[config.mk]
export PLATFORM = sky130hd
export DESIGN_NAME = rws_top
export DESIGN_NICKNAME = d
export VERILOG_FILES = /design/src/core/rws_pkg.sv /design/src/core/rws_noise_collector.sv /design/src/core/rws_pace_timer.sv /design/src/core/rws_top.sv
export VERILOG_INCLUDE_DIRS = /design/src /design/src/core
export SDC_FILE = /design/constraint.sdc
export NUM_CORES = 1
export LEC_CHECK = 0
export ABC_AREA = 1
export BUFFER_PORTS_ARGS = -buffer_cell sky130_fd_sc_hd__buf_4
export CAP_MARGIN = 15
export CORE_ASPECT_RATIO = 0.6
export CORE_UTILIZATION = 50
export CTS_CLUSTER_SIZE = 14
export DETAILED_ROUTE_END_ITERATION = 10
export GPL_TIMING_DRIVEN = 0
export PLACE_DENSITY = 0.7
export SYNTH_ARGS = -nofsm -noshare
export SYNTH_HDL_FRONTEND = slang
export SYNTH_SLANG_ARGS = --single-unit
[constraint.sdc]
create_clock -name clk_sys -period 10.04 [get_ports clk_sys]
set_clock_uncertainty 0.15 [all_clocks]
set_input_delay 1.506 -clock clk_sys [delete_from_list [all_inputs] [get_ports clk_sys]]
set_output_delay 1.506 -clock clk_sys [all_outputs]
set_load 0.005 [all_outputs]
[src/core/rws_defines.svh]
// offsets, field positions, reset values and timing counts of the random word source
`ifndef RWS_DEFINES_SVH
`define RWS_DEFINES_SVH

`define RWS_ADDR_W 8
`define RWS_OFF_CONFIG 8'h00
`define RWS_OFF_STATE 8'h04
`define RWS_OFF_WORD 8'h08

`define RWS_OFF_BIT_POS 2
`define RWS_READY_BIT_POS 0
`define RWS_WORD_W 16

`define RWS_CONFIG_RESET 32'h0000_0000
`define RWS_STATE_RESET 32'h0000_0000
`define RWS_WORD_RESET 16'h0000

`define RWS_SIZE_WORD 3'h2
`define RWS_RESP_OKAY 1'h0
`define RWS_RESP_ERROR 1'h1

`define RWS_PACE_NS 1250
`define RWS_CLK_NS 100
`define RWS_PACE_CYCLES ((`RWS_PACE_NS + `RWS_CLK_NS - 1) / `RWS_CLK_NS)

`endif

[src/core/rws_pkg.sv]
// types shared by the random word source files
package rws_pkg;

  typedef logic [31:0] rws_data_type;

  typedef enum logic [1:0] {
    RWS_IDLE = 2'b00,
    RWS_READ_WAIT = 2'b01,
    RWS_ERR_FIRST = 2'b10,
    RWS_ERR_SECOND = 2'b11
  } rws_bus_state_type;

  typedef enum logic [1:0] {
    RWS_SEL_CONFIG = 2'b00,
    RWS_SEL_STATE = 2'b01,
    RWS_SEL_WORD = 2'b10,
    RWS_SEL_NONE = 2'b11
  } rws_sel_type;

  // write captured in the address phase, applied in the data phase
  typedef struct packed {
    logic valid;
    rws_sel_type sel;
  } rws_pend_type;

endpackage

[src/core/rws_noise_collector.sv]
// gathers noise bits into words, paced by the spacing timer
`timescale 1ns/1ps
module rws_noise_collector #(
  parameter int WORD_W = 16,
  parameter int PACE_CYCLES = 13
) (
  // clock and reset
  input wire logic clk_sys,
  input wire logic rst,
  // noise side
  input wire logic run,
  input wire logic noise_bit,
  // word side
  output logic word_valid,
  output logic [WORD_W-1:0] word
);
  localparam int BIT_W = $clog2(WORD_W + 1);

  logic [WORD_W-1:0] shift;
  logic [BIT_W-1:0] bits;
  logic pace_ok;
  logic emit;

  assign emit = run && pace_ok && (bits == BIT_W'(WORD_W));

  rws_pace_timer #(
    .PACE_CYCLES(PACE_CYCLES)
  ) u_pace (
    .clk_sys(clk_sys),
    .rst(rst),
    .run(run),
    .restart(emit),
    .pace_ok(pace_ok)
  );

  // noise folded into the shift register every running cycle
  always_ff @(posedge clk_sys or posedge rst) begin
    if (rst) begin
      shift <= '0;
    end else if (run) begin
      shift <= {shift[WORD_W-2:0], noise_bit ^ shift[WORD_W-1]};
    end
  end

  // count of fresh bits since the last word
  always_ff @(posedge clk_sys or posedge rst) begin
    if (rst) begin
      bits <= '0;
    end else if (emit) begin
      bits <= '0;
    end else if (run && bits != BIT_W'(WORD_W)) begin
      bits <= bits + BIT_W'(1);
    end
  end

  // one-cycle word pulse with its data
  always_ff @(posedge clk_sys or posedge rst) begin
    if (rst) begin
      word_valid <= 1'b0;
      word <= '0;
    end else begin
      word_valid <= emit;
      if (emit) begin
        word <= shift;
      end
    end
  end
endmodule // rws_noise_collector

[src/core/rws_pace_timer.sv]
// spacing timer between successive random words
`timescale 1ns/1ps
module rws_pace_timer #(
  parameter int PACE_CYCLES = 13
) (
  // clock and reset
  input wire logic clk_sys,
  input wire logic rst,
  // control
  input wire logic run,
  input wire logic restart,
  output logic pace_ok
);
  localparam int CNT_W = $clog2(PACE_CYCLES + 1);

  logic [CNT_W-1:0] count;

  // restart loads the interval, gated clock freezes the count
  always_ff @(posedge clk_sys or posedge rst) begin
    if (rst) begin
      count <= '0;
    end else if (run) begin
      if (restart) begin
        count <= CNT_W'(PACE_CYCLES - 1);
      end else if (count != '0) begin
        count <= count - CNT_W'(1);
      end
    end
  end

  assign pace_ok = (count == '0);
endmodule // rws_pace_timer

[src/core/rws_top.sv]
// random word source: bus slave, control and status around the noise collector
//
// Contract
// - word in bits 15:0, upper bits zero
// - off bit stops oscillators and generator clock
// - ready flag high only while word valid
// - word read while not ready stalls the bus
// - ready flag held low while generator off; a status read right behind the disabling write can still show it set
// - only word-sized accesses; others answer error
// - words spaced at least 1.25 us apart
// - configuration resets to zero, generator enabled
// - word readable anytime, from continuous noise; a word read while the generator is off stalls with no end
`timescale 1ns/1ps
`include "rws_defines.svh"
module rws_top #(
  parameter int PACE_CYCLES = `RWS_PACE_CYCLES,
  parameter int WORD_W = `RWS_WORD_W
) (
  // clock and reset
  input wire logic clk_sys,
  input wire logic rst,
  // system bus slave
  input wire logic hsel,
  input wire logic [`RWS_ADDR_W-1:0] haddr,
  input wire logic [1:0] htrans,
  input wire logic hwrite,
  input wire logic [2:0] hsize,
  input wire rws_pkg::rws_data_type hwdata,
  input wire logic hready,
  output rws_pkg::rws_data_type hrdata,
  output logic hreadyout,
  output logic hresp,
  // analog noise source
  input wire logic noise_bit,
  output logic gen_clk_enable,
  output logic osc_power_down
);
  import rws_pkg::*;

  // register select from an offset
  function automatic rws_sel_type rws_decode(input logic [`RWS_ADDR_W-1:0] a);
    case (a)
      `RWS_OFF_CONFIG: rws_decode = RWS_SEL_CONFIG;
      `RWS_OFF_STATE: rws_decode = RWS_SEL_STATE;
      `RWS_OFF_WORD: rws_decode = RWS_SEL_WORD;
      default: rws_decode = RWS_SEL_NONE;
    endcase
  endfunction

  rws_bus_state_type state;
  rws_pend_type pend;
  rws_data_type config_reg;
  rws_data_type config_now;
  rws_sel_type addr_sel;
  logic [WORD_W-1:0] word_reg;
  logic [WORD_W-1:0] coll_word;
  logic coll_valid;
  logic fresh;
  logic gen_off;
  logic addr_phase;
  logic accept;
  logic size_ok;
  logic take_word;

  // address phase qualification
  assign addr_phase = hsel && htrans[1] && hready;
  assign accept = addr_phase && (state == RWS_IDLE || state == RWS_ERR_SECOND);
  assign size_ok = (hsize == `RWS_SIZE_WORD);
  assign addr_sel = rws_decode(haddr);
  assign gen_off = config_reg[`RWS_OFF_BIT_POS];
  assign take_word = accept && size_ok && !hwrite && addr_sel == RWS_SEL_WORD && fresh;

  // configuration as seen by a read right behind a write
  assign config_now = (pend.valid && pend.sel == RWS_SEL_CONFIG) ? hwdata : config_reg;

  // noise collection runs only on the gated generator clock
  rws_noise_collector #(
    .WORD_W(WORD_W),
    .PACE_CYCLES(PACE_CYCLES)
  ) u_collect (
    .clk_sys(clk_sys),
    .rst(rst),
    .run(gen_clk_enable),
    .noise_bit(noise_bit),
    .word_valid(coll_valid),
    .word(coll_word)
  );

  // write captured in the address phase, data taken next cycle
  always_ff @(posedge clk_sys or posedge rst) begin
    if (rst) begin
      pend <= '{valid: 1'b0, sel: RWS_SEL_NONE};
    end else begin
      pend.valid <= accept && size_ok && hwrite;
      pend.sel <= addr_sel;
    end
  end

  // configuration register, reserved bits stored as written
  always_ff @(posedge clk_sys or posedge rst) begin
    if (rst) begin
      config_reg <= `RWS_CONFIG_RESET;
    end else if (pend.valid && pend.sel == RWS_SEL_CONFIG) begin
      config_reg <= hwdata;
    end
  end

  // generator clock gate and oscillator power-down
  always_ff @(posedge clk_sys or posedge rst) begin
    if (rst) begin
      gen_clk_enable <= 1'b0;
      osc_power_down <= 1'b1;
    end else begin
      gen_clk_enable <= !gen_off;
      osc_power_down <= gen_off;
    end
  end

  // latest word from the collector
  always_ff @(posedge clk_sys or posedge rst) begin
    if (rst) begin
      word_reg <= `RWS_WORD_RESET;
    end else if (coll_valid) begin
      word_reg <= coll_word;
    end
  end

  // ready flag: a new word wins over a read that clears it
  always_ff @(posedge clk_sys or posedge rst) begin
    if (rst) begin
      fresh <= 1'b0;
    end else if (gen_off) begin
      fresh <= 1'b0;
    end else if (coll_valid && state != RWS_READ_WAIT) begin
      fresh <= 1'b1;
    end else if (take_word || (state == RWS_READ_WAIT && coll_valid)) begin
      fresh <= 1'b0;
    end
  end

  // bus answer: read data, wait states and two-cycle error
  always_ff @(posedge clk_sys or posedge rst) begin
    if (rst) begin
      state <= RWS_IDLE;
      hreadyout <= 1'b1;
      hresp <= `RWS_RESP_OKAY;
      hrdata <= '0;
    end else begin
      case (state)
        RWS_READ_WAIT: begin
          if (coll_valid) begin
            hrdata <= {{(32 - WORD_W){1'b0}}, coll_word};
            hreadyout <= 1'b1;
            state <= RWS_IDLE;
          end
        end
        RWS_ERR_FIRST: begin
          hreadyout <= 1'b1;
          state <= RWS_ERR_SECOND;
        end
        RWS_IDLE, RWS_ERR_SECOND: begin
          hresp <= `RWS_RESP_OKAY;
          hreadyout <= 1'b1;
          state <= RWS_IDLE;
          if (accept && !size_ok) begin
            hresp <= `RWS_RESP_ERROR;
            hreadyout <= 1'b0;
            state <= RWS_ERR_FIRST;
          end else if (accept && !hwrite) begin
            case (addr_sel)
              RWS_SEL_CONFIG: hrdata <= config_now;
              RWS_SEL_STATE: begin
                hrdata <= `RWS_STATE_RESET;
                // masked by the stored off bit, not config_now, so a read right behind the disabling write can still show a stale flag
                hrdata[`RWS_READY_BIT_POS] <= fresh && !gen_off;
              end
              RWS_SEL_WORD: begin
                if (fresh) begin
                  hrdata <= {{(32 - WORD_W){1'b0}}, word_reg};
                end else begin
                  hreadyout <= 1'b0;
                  state <= RWS_READ_WAIT;
                end
              end
              default: hrdata <= '0;
            endcase
          end
        end
        default: begin
          state <= RWS_IDLE;
          hreadyout <= 1'b1;
          hresp <= `RWS_RESP_OKAY;
        end
      endcase
    end
  end
endmodule // rws_top

==> results of run 1 <==
kinds of logic (layout without fill, tap and decap cells):
group	Yosys count	in the layout	share of synthesized area [%]
xor+xnor	2	2	0.298
fa+ha+maj	6	6	1.28
simple gates	374	374	26.0
compound gates	90	90	7.82
flops	132	132	56.4
buf+inv	116	234	8.25
Yosys cell counts (all sizes together), types with 2 or more instances:
cell | number | area share (%)
nand2 | 306 | 20
dfrtp | 128 | 55
inv | 87 | 5.6
o21ai | 82 | 7.0
nor2 | 31 | 2.5
nand3 | 29 | 2.6
buf | 18 | 1.9
clkbuf | 11 | 0.70
ha | 6 | 1.3
a21oi | 5 | 0.43
dfstp | 4 | 1.8
nand4 | 3 | 0.43
nor3 | 3 | 0.45
nand3b | 2 | 0.26
power by group:
part	switching, mW	internal [mW]
Clock	0.214	0.358
Combinational	0.170	0.0777
Sequential	0.00558	0.542
worst reg2reg max path: cells and delay by family (launching register included):
kind / cells / cell delay, ns
flip-flops: 1 / 0.37
buffers and inverters: 4 / 0.55
adder cells (fa/ha/maj): 1 / 0.32
AND/OR/NAND/NOR: 6 / 0.72
layer usage:
metal / GRT usage, % / wire, um / vias to the layer above / part of all wire, %
met5: 0 / 0 / - / 0
met4: 7.72 / 187 / 0 / 1.3
met3: 6.42 / 930 / 22 / 6.6
met2: 36.5 / 6040 / 173 / 43
met1: 37.5 / 7020 / 2398 / 50
li1: - / - / 2427 / -
how the worst max path moves through the flow:
stage / startpoint / to / slack, ns / cells after the start
6_report: haddr[7] / hrdata[21] / 7.33 / 9
5_1_grt: haddr[5] / hrdata[24] / 7.21 / 9
4_1_cts: hreadyout / hreadyout / 7.34 / 1
3_5_place_dp: haddr[7] / hrdata[21] / 6.96 / 9
3_3_place_gp: rst / hrdata[26] / 3.46 / 2
2_1_floorplan: rst / config_reg[0] / 4.86 / 1
through the flow:
| stage | util (%) | hold slack, ns |
|---|---|---|
| after global placement | 59.0 | 0.251 |
| after global routing | 64.1 | 0.277 |
| final | 64.1 | 0.263 |
| after detailed placement | 59.3 | 0.254 |
| after floorplan | - | 0.225 |
| after CTS | 64.1 | 0.262 |
area by class of cell:
type | count | area [um2]
fill | 958 | 4090
sequential | 132 | 3310
multi-input combinational | 472 | 2080
timing repair buffer | 86 | 666
clock buffer | 26 | 489
inverter | 87 | 334
tap | 160 | 200
buffer | 29 | 155
clock inverter | 6 | 57.6
==> run_results.csv, run 1 <==
group,metric,value,unit
run_status,status,"complete, no violations",
detailed_routing,vias_per_cell,5.03,
global_routing,grt_pass1_vias,4798,
die,io-pin-count,87,
placed_design,dp_hpwl,10300,um
layout,n_antenna_cell,0,
clock_tree,postCtsHoldBufs,0,
die,num_rows,30,
die,die_height,85.9,um
detailed_routing,antenna_left,0,
timing,fin_crit_sh,27.0,%
synthesis,syn_nets,777,
pwr,finalPower,1.37,mW
layout,final_cell_mix,"302 x nand2_1, 128 x dfrtp_1, 87 x buf_4",
timing,rsz0062_at_grt,"no",
placed_design,gp_congestion,0.826,
critical_path,path_buf_inv,2,
critical_path,r2r_end,"hrdata[26]",
critical_path,r2r_slack,7.87,ns
layout,stdcell_count,998,
detailed_routing,drt-total-wl,14200,um
hold_path,holdPathStages,0,
synthesis,yosys.cell_types.count,30,
die,die_area,12200,um2
clock_tree,post_cts_buffers,0,
job,cap_violations,0,
pwr,vdd_drop_max,0.0891,mV
layout,syn_to_final_growth,24.1,%
layout,fin_area,7290,um2
clock_tree,cts_tree,"yes",
pwr,p_per_area,188,nW/um2
global_routing,grt_pass1_wl,23400,um
global_routing,grt_usage,25.3,%
critical_path,critical_path_peak_fanout,10,
timing,worst_slack,7.33,ns
clock_tree,clockBufferDepth,2,
critical_path,rr_worst_depth,11,
clock_tree,cts_sinks,132,
die,core_region_area,11400,um2
placed_design,place_ws,6.96,ns
placed_design,place_area,6740,um2
synthesis,syn-instance-count,720,
timing,max_slew_margin,60.4,%
synthesis,synth_edf_count,0,
global_routing,overflow,0,
timing,final-setup-viol-count,0,
critical_path,crit_type,"input port to flop",
timing,fmaxAchievable,369,MHz
global_routing,grt_max_degree,79,
synthesis,synthArstFlopShare,100,%
die,die_width,142,um
layout,drive_gt1_share,17.9,%
timing,drv_slew,0,
detailed_routing,vias,5020,
die,initial_core_util,51.6,%
critical_path,crit_slowest_cell,"nor2_4",
synthesis,synthFlopType,"dfrtp_1",
detailed_routing,wl_per_cell,14.2,um
critical_path,path_common_cell,"nand2_1",
synthesis,synth-warning-count,0,
clock_tree,root_buffer,"clkbuf_16",
timing,hold_viol,0,
hold_path,hp-class,"flop to flop",
synthesis,synth_area,5870,um2
clock_tree,h-tree-depth,4,
detailed_routing,first_pass_iters,5,
timing,tightestPinTransition,0.594,ns
clock_tree,cts_resized,0,
hold_path,hp-start,"config_reg[2]",
critical_path,cp.arrival,2.90,ns
critical_path,slowest_delay,0.29,ns
timing,min_period,2.71,ns
clock_tree,clk_pin_slew,0.05,ns
timing,tns,0,ns
critical_path,worstSetupEndpointType,"flop",
synthesis,ys_seq_area_share,56.4,%
global_routing,antenna_found_initial,0,
critical_path,rr_startpoint,"state[0]",
critical_path,worstPathRequired,10.24,ns
synthesis,avgSynthCellArea,8.15,um2
placed_design,dp.cells,966,
critical_path,path_delay_family,"simple AND/OR/NAND/NOR gates",
critical_path,cp-start-kind,"input port",
synthesis,ys_seq_elements,132,
critical_path,worstPathCellList,"buf_4 -> nor2_1 -> nand2_1 -> nor2_4 -> nand2_2 -> clkbuf_1 -> nor2_1 -> nand2_1 -> nand2_1",
hold_path,min_to,"osc_power_down",
detailed_routing,drt_iter0_markers,361,
layout,layout_commonest_cell,"nand2_1",
clock_tree,clock_latency,0.41,ns
pwr,leakage,3.90,nW
placed_design,port_buffers,85,
clock_tree,cts_buffers,17,
layout,finalNetCount,882,
detailed_routing,drc,0,
Note: power is estimated with default switching activity, not from simulation.
==> run 2: changes to the inputs <==
PLACE_DENSITY = 0.73   (was 0.7)
clock period = 2.4 ns   (was 10.04 ns; I/O delays follow)
==> run 2 against run 1 <==
Effect of this change:
- worst hold slack lost 0.24 ns
- sequential share of layout area shrank 0.93 points
- non-clock buffer count grew 3
- setup slack lost 7.1 ns
- via count is essentially flat
- routed wire length grew 0.56%
- critical path depth grew 2
- clock-buffer cell count shrank 7
- die area is the same
- critical path type is now flop to flop
- largest cell class unchanged
==> run_results.csv, run 2 (synthesis results as in run 1) <==
group,metric,value,unit
run_status,status,"complete, no violations",
clock_tree,clk_pin_slew,0.06,ns
hold_path,hp-start,"hwdata[17]",
clock_tree,post_cts_buffers,0,
clock_tree,root_buffer,"clkbuf_16",
critical_path,worstPathCellList,"inv_1 -> ha_1 -> buf_6 -> nand4_2 -> inv_2 -> nand2_2 -> nand3_2 -> nor2_4 -> buf_2 -> nand2_1 -> nand2_1",
critical_path,rr_worst_depth,11,
critical_path,path_common_cell,"nand2_1",
critical_path,worstPathRequired,2.61,ns
timing,tns,0,ns
placed_design,dp_hpwl,10300,um
clock_tree,cts_resized,0,
global_routing,grt_pass1_wl,23500,um
detailed_routing,drt_iter0_markers,358,
detailed_routing,wl_per_cell,14.2,um
pwr,vdd_drop_max,0.495,mV
detailed_routing,vias,5015,
critical_path,slowest_delay,0.37,ns
hold_path,hp-class,"input port to flop",
layout,fin_area,7440,um2
layout,syn_to_final_growth,26.7,%
detailed_routing,drt-total-wl,14300,um
die,num_rows,30,
timing,tightestPinTransition,0.652,ns
die,die_width,142,um
layout,nFillCells,941,
global_routing,grt_usage,25.4,%
pwr,leakage,3.96,nW
detailed_routing,first_pass_iters,5,
detailed_routing,antenna_left,0,
critical_path,rr_startpoint,"state[0]",
timing,rsz0062_at_grt,"no",
job,cap_violations,0,
die,io-pin-count,87,
clock_tree,h-tree-depth,4,
critical_path,crit_slowest_cell,"dfrtp_1",
global_routing,grt_pass1_vias,4787,
timing,hold_viol,0,
die,die_height,85.9,um
clock_tree,clock_latency,0.42,ns
critical_path,path_buf_inv,4,
clock_tree,cts_buffers,17,
critical_path,worstSetupEndpointType,"flop",
placed_design,place_area,6770,um2
timing,max_slew_margin,56.4,%
hold_path,min_to,"config_reg[17]",
critical_path,r2r_slack,0.24,ns
critical_path,crit_type,"flop to flop",
critical_path,r2r_end,"hrdata[3]",
critical_path,critical_path_peak_fanout,10,
clock_tree,cts_sinks,132,
global_routing,overflow,0,
die,initial_core_util,51.6,%
clock_tree,clockBufferDepth,2,
timing,fmaxAchievable,463,MHz
clock_tree,postCtsHoldBufs,1,
die,core_region_area,11400,um2
layout,layout_commonest_cell,"nand2_1",
global_routing,antenna_found_initial,0,
die,die_area,12200,um2
clock_tree,cts_tree,"yes",
timing,fin_crit_sh,90.0,%
layout,final_cell_mix,"302 x nand2_1, 128 x dfrtp_1, 87 x buf_4",
layout,finalNetCount,885,
placed_design,port_buffers,85,
critical_path,path_delay_family,"simple AND/OR/NAND/NOR gates",
detailed_routing,vias_per_cell,5.01,
timing,drv_slew,0,
placed_design,gp_congestion,0.808,
critical_path,cp.arrival,2.37,ns
critical_path,cp-start-kind,"flop",
pwr,p_per_area,833,nW/um2
layout,drive_gt1_share,18.8,%
detailed_routing,drc,0,
hold_path,holdPathStages,3,
timing,final-setup-viol-count,0,
global_routing,grt_max_degree,39,
layout,n_antenna_cell,0,
timing,min_period,2.16,ns
## run 2: changes by cell type in the layout (fill, tap and decap cells not counted)
cell	before	now
clkinv_2	4	3
inv_6	1	0
bufinv_16	1	5
clkinvlp_4	1	4
clkinv_4	0	2
buf_12	0	3
buf_16	1	0
clkbuf_1	17	11
dlygate4sd3_1	0	1
clkbuf_8	3	2
## run 2: how the worst max path moves through the flow
stage / start / endpoint / slack, ns / cells after the start
after global placement: rst / hrdata[26] / -0.52 / 2
after CTS: state[0] / hrdata[3] / 0.24 / 11
after floorplan: rst / config_reg[0] / 0.26 / 1
after global routing: state[0] / hrdata[3] / 0.08 / 11
after detailed placement: state[0] / hrdata[8] / 0.28 / 12
final: state[0] / hrdata[3] / 0.24 / 11
## run 2: worst reg2reg max path, delay by kind of cell, from the launching register on
kind	cells	cell delay, ns
adder cells (fa/ha/maj)	1	0.33
AND/OR/NAND/NOR	6	0.70
buffers and inverters	4	0.55
flip-flops	1	0.37
## run 2: cell type report
type	instances	area [um2]	area share, %
Sequential cell	132	3310	44.5
Multi-Input combinational cell	472	2080	27.9
Timing Repair Buffer	89	708	9.52
Clock buffer	19	453	6.09
Inverter	87	333	4.47
Clock inverter	13	205	2.76
Tap cell	160	200	2.69
Buffer	29	155	2.09
## run 2: report_power, final
group	switching (mW)	internal, mW	leakage, nW
combinational	0.723	0.331	1.91
clock	0.967	1.89	0.315
sequential	0.0206	2.27	1.74
## run 2: metal layers
metal | up-vias | part of all wire (%) | global-route usage [%]
met1 | 2407 | 51 | 37.9
met2 | 166 | 43 | 36.9
li1 | 2429 | - | -
met5 | - | 0 | 0
met3 | 13 | 5.7 | 5.92
met4 | 0 | 0.88 | 7.33
## run 2: stage by stage
step	setup slack [ns]	hold slack (ns)	power, mW	util [%]	std cells
finish	0.241	0.0274	6.20	65.4	1001
CTS	0.242	0.0129	6.23	65.4	1001
global placement	-0.521	0.250	3.32	59.0	965
global route	0.0825	0.0327	6.44	65.4	1001
detailed placement	0.275	0.249	3.36	59.5	968
floorplan	0.256	0.225	3.00	-	720
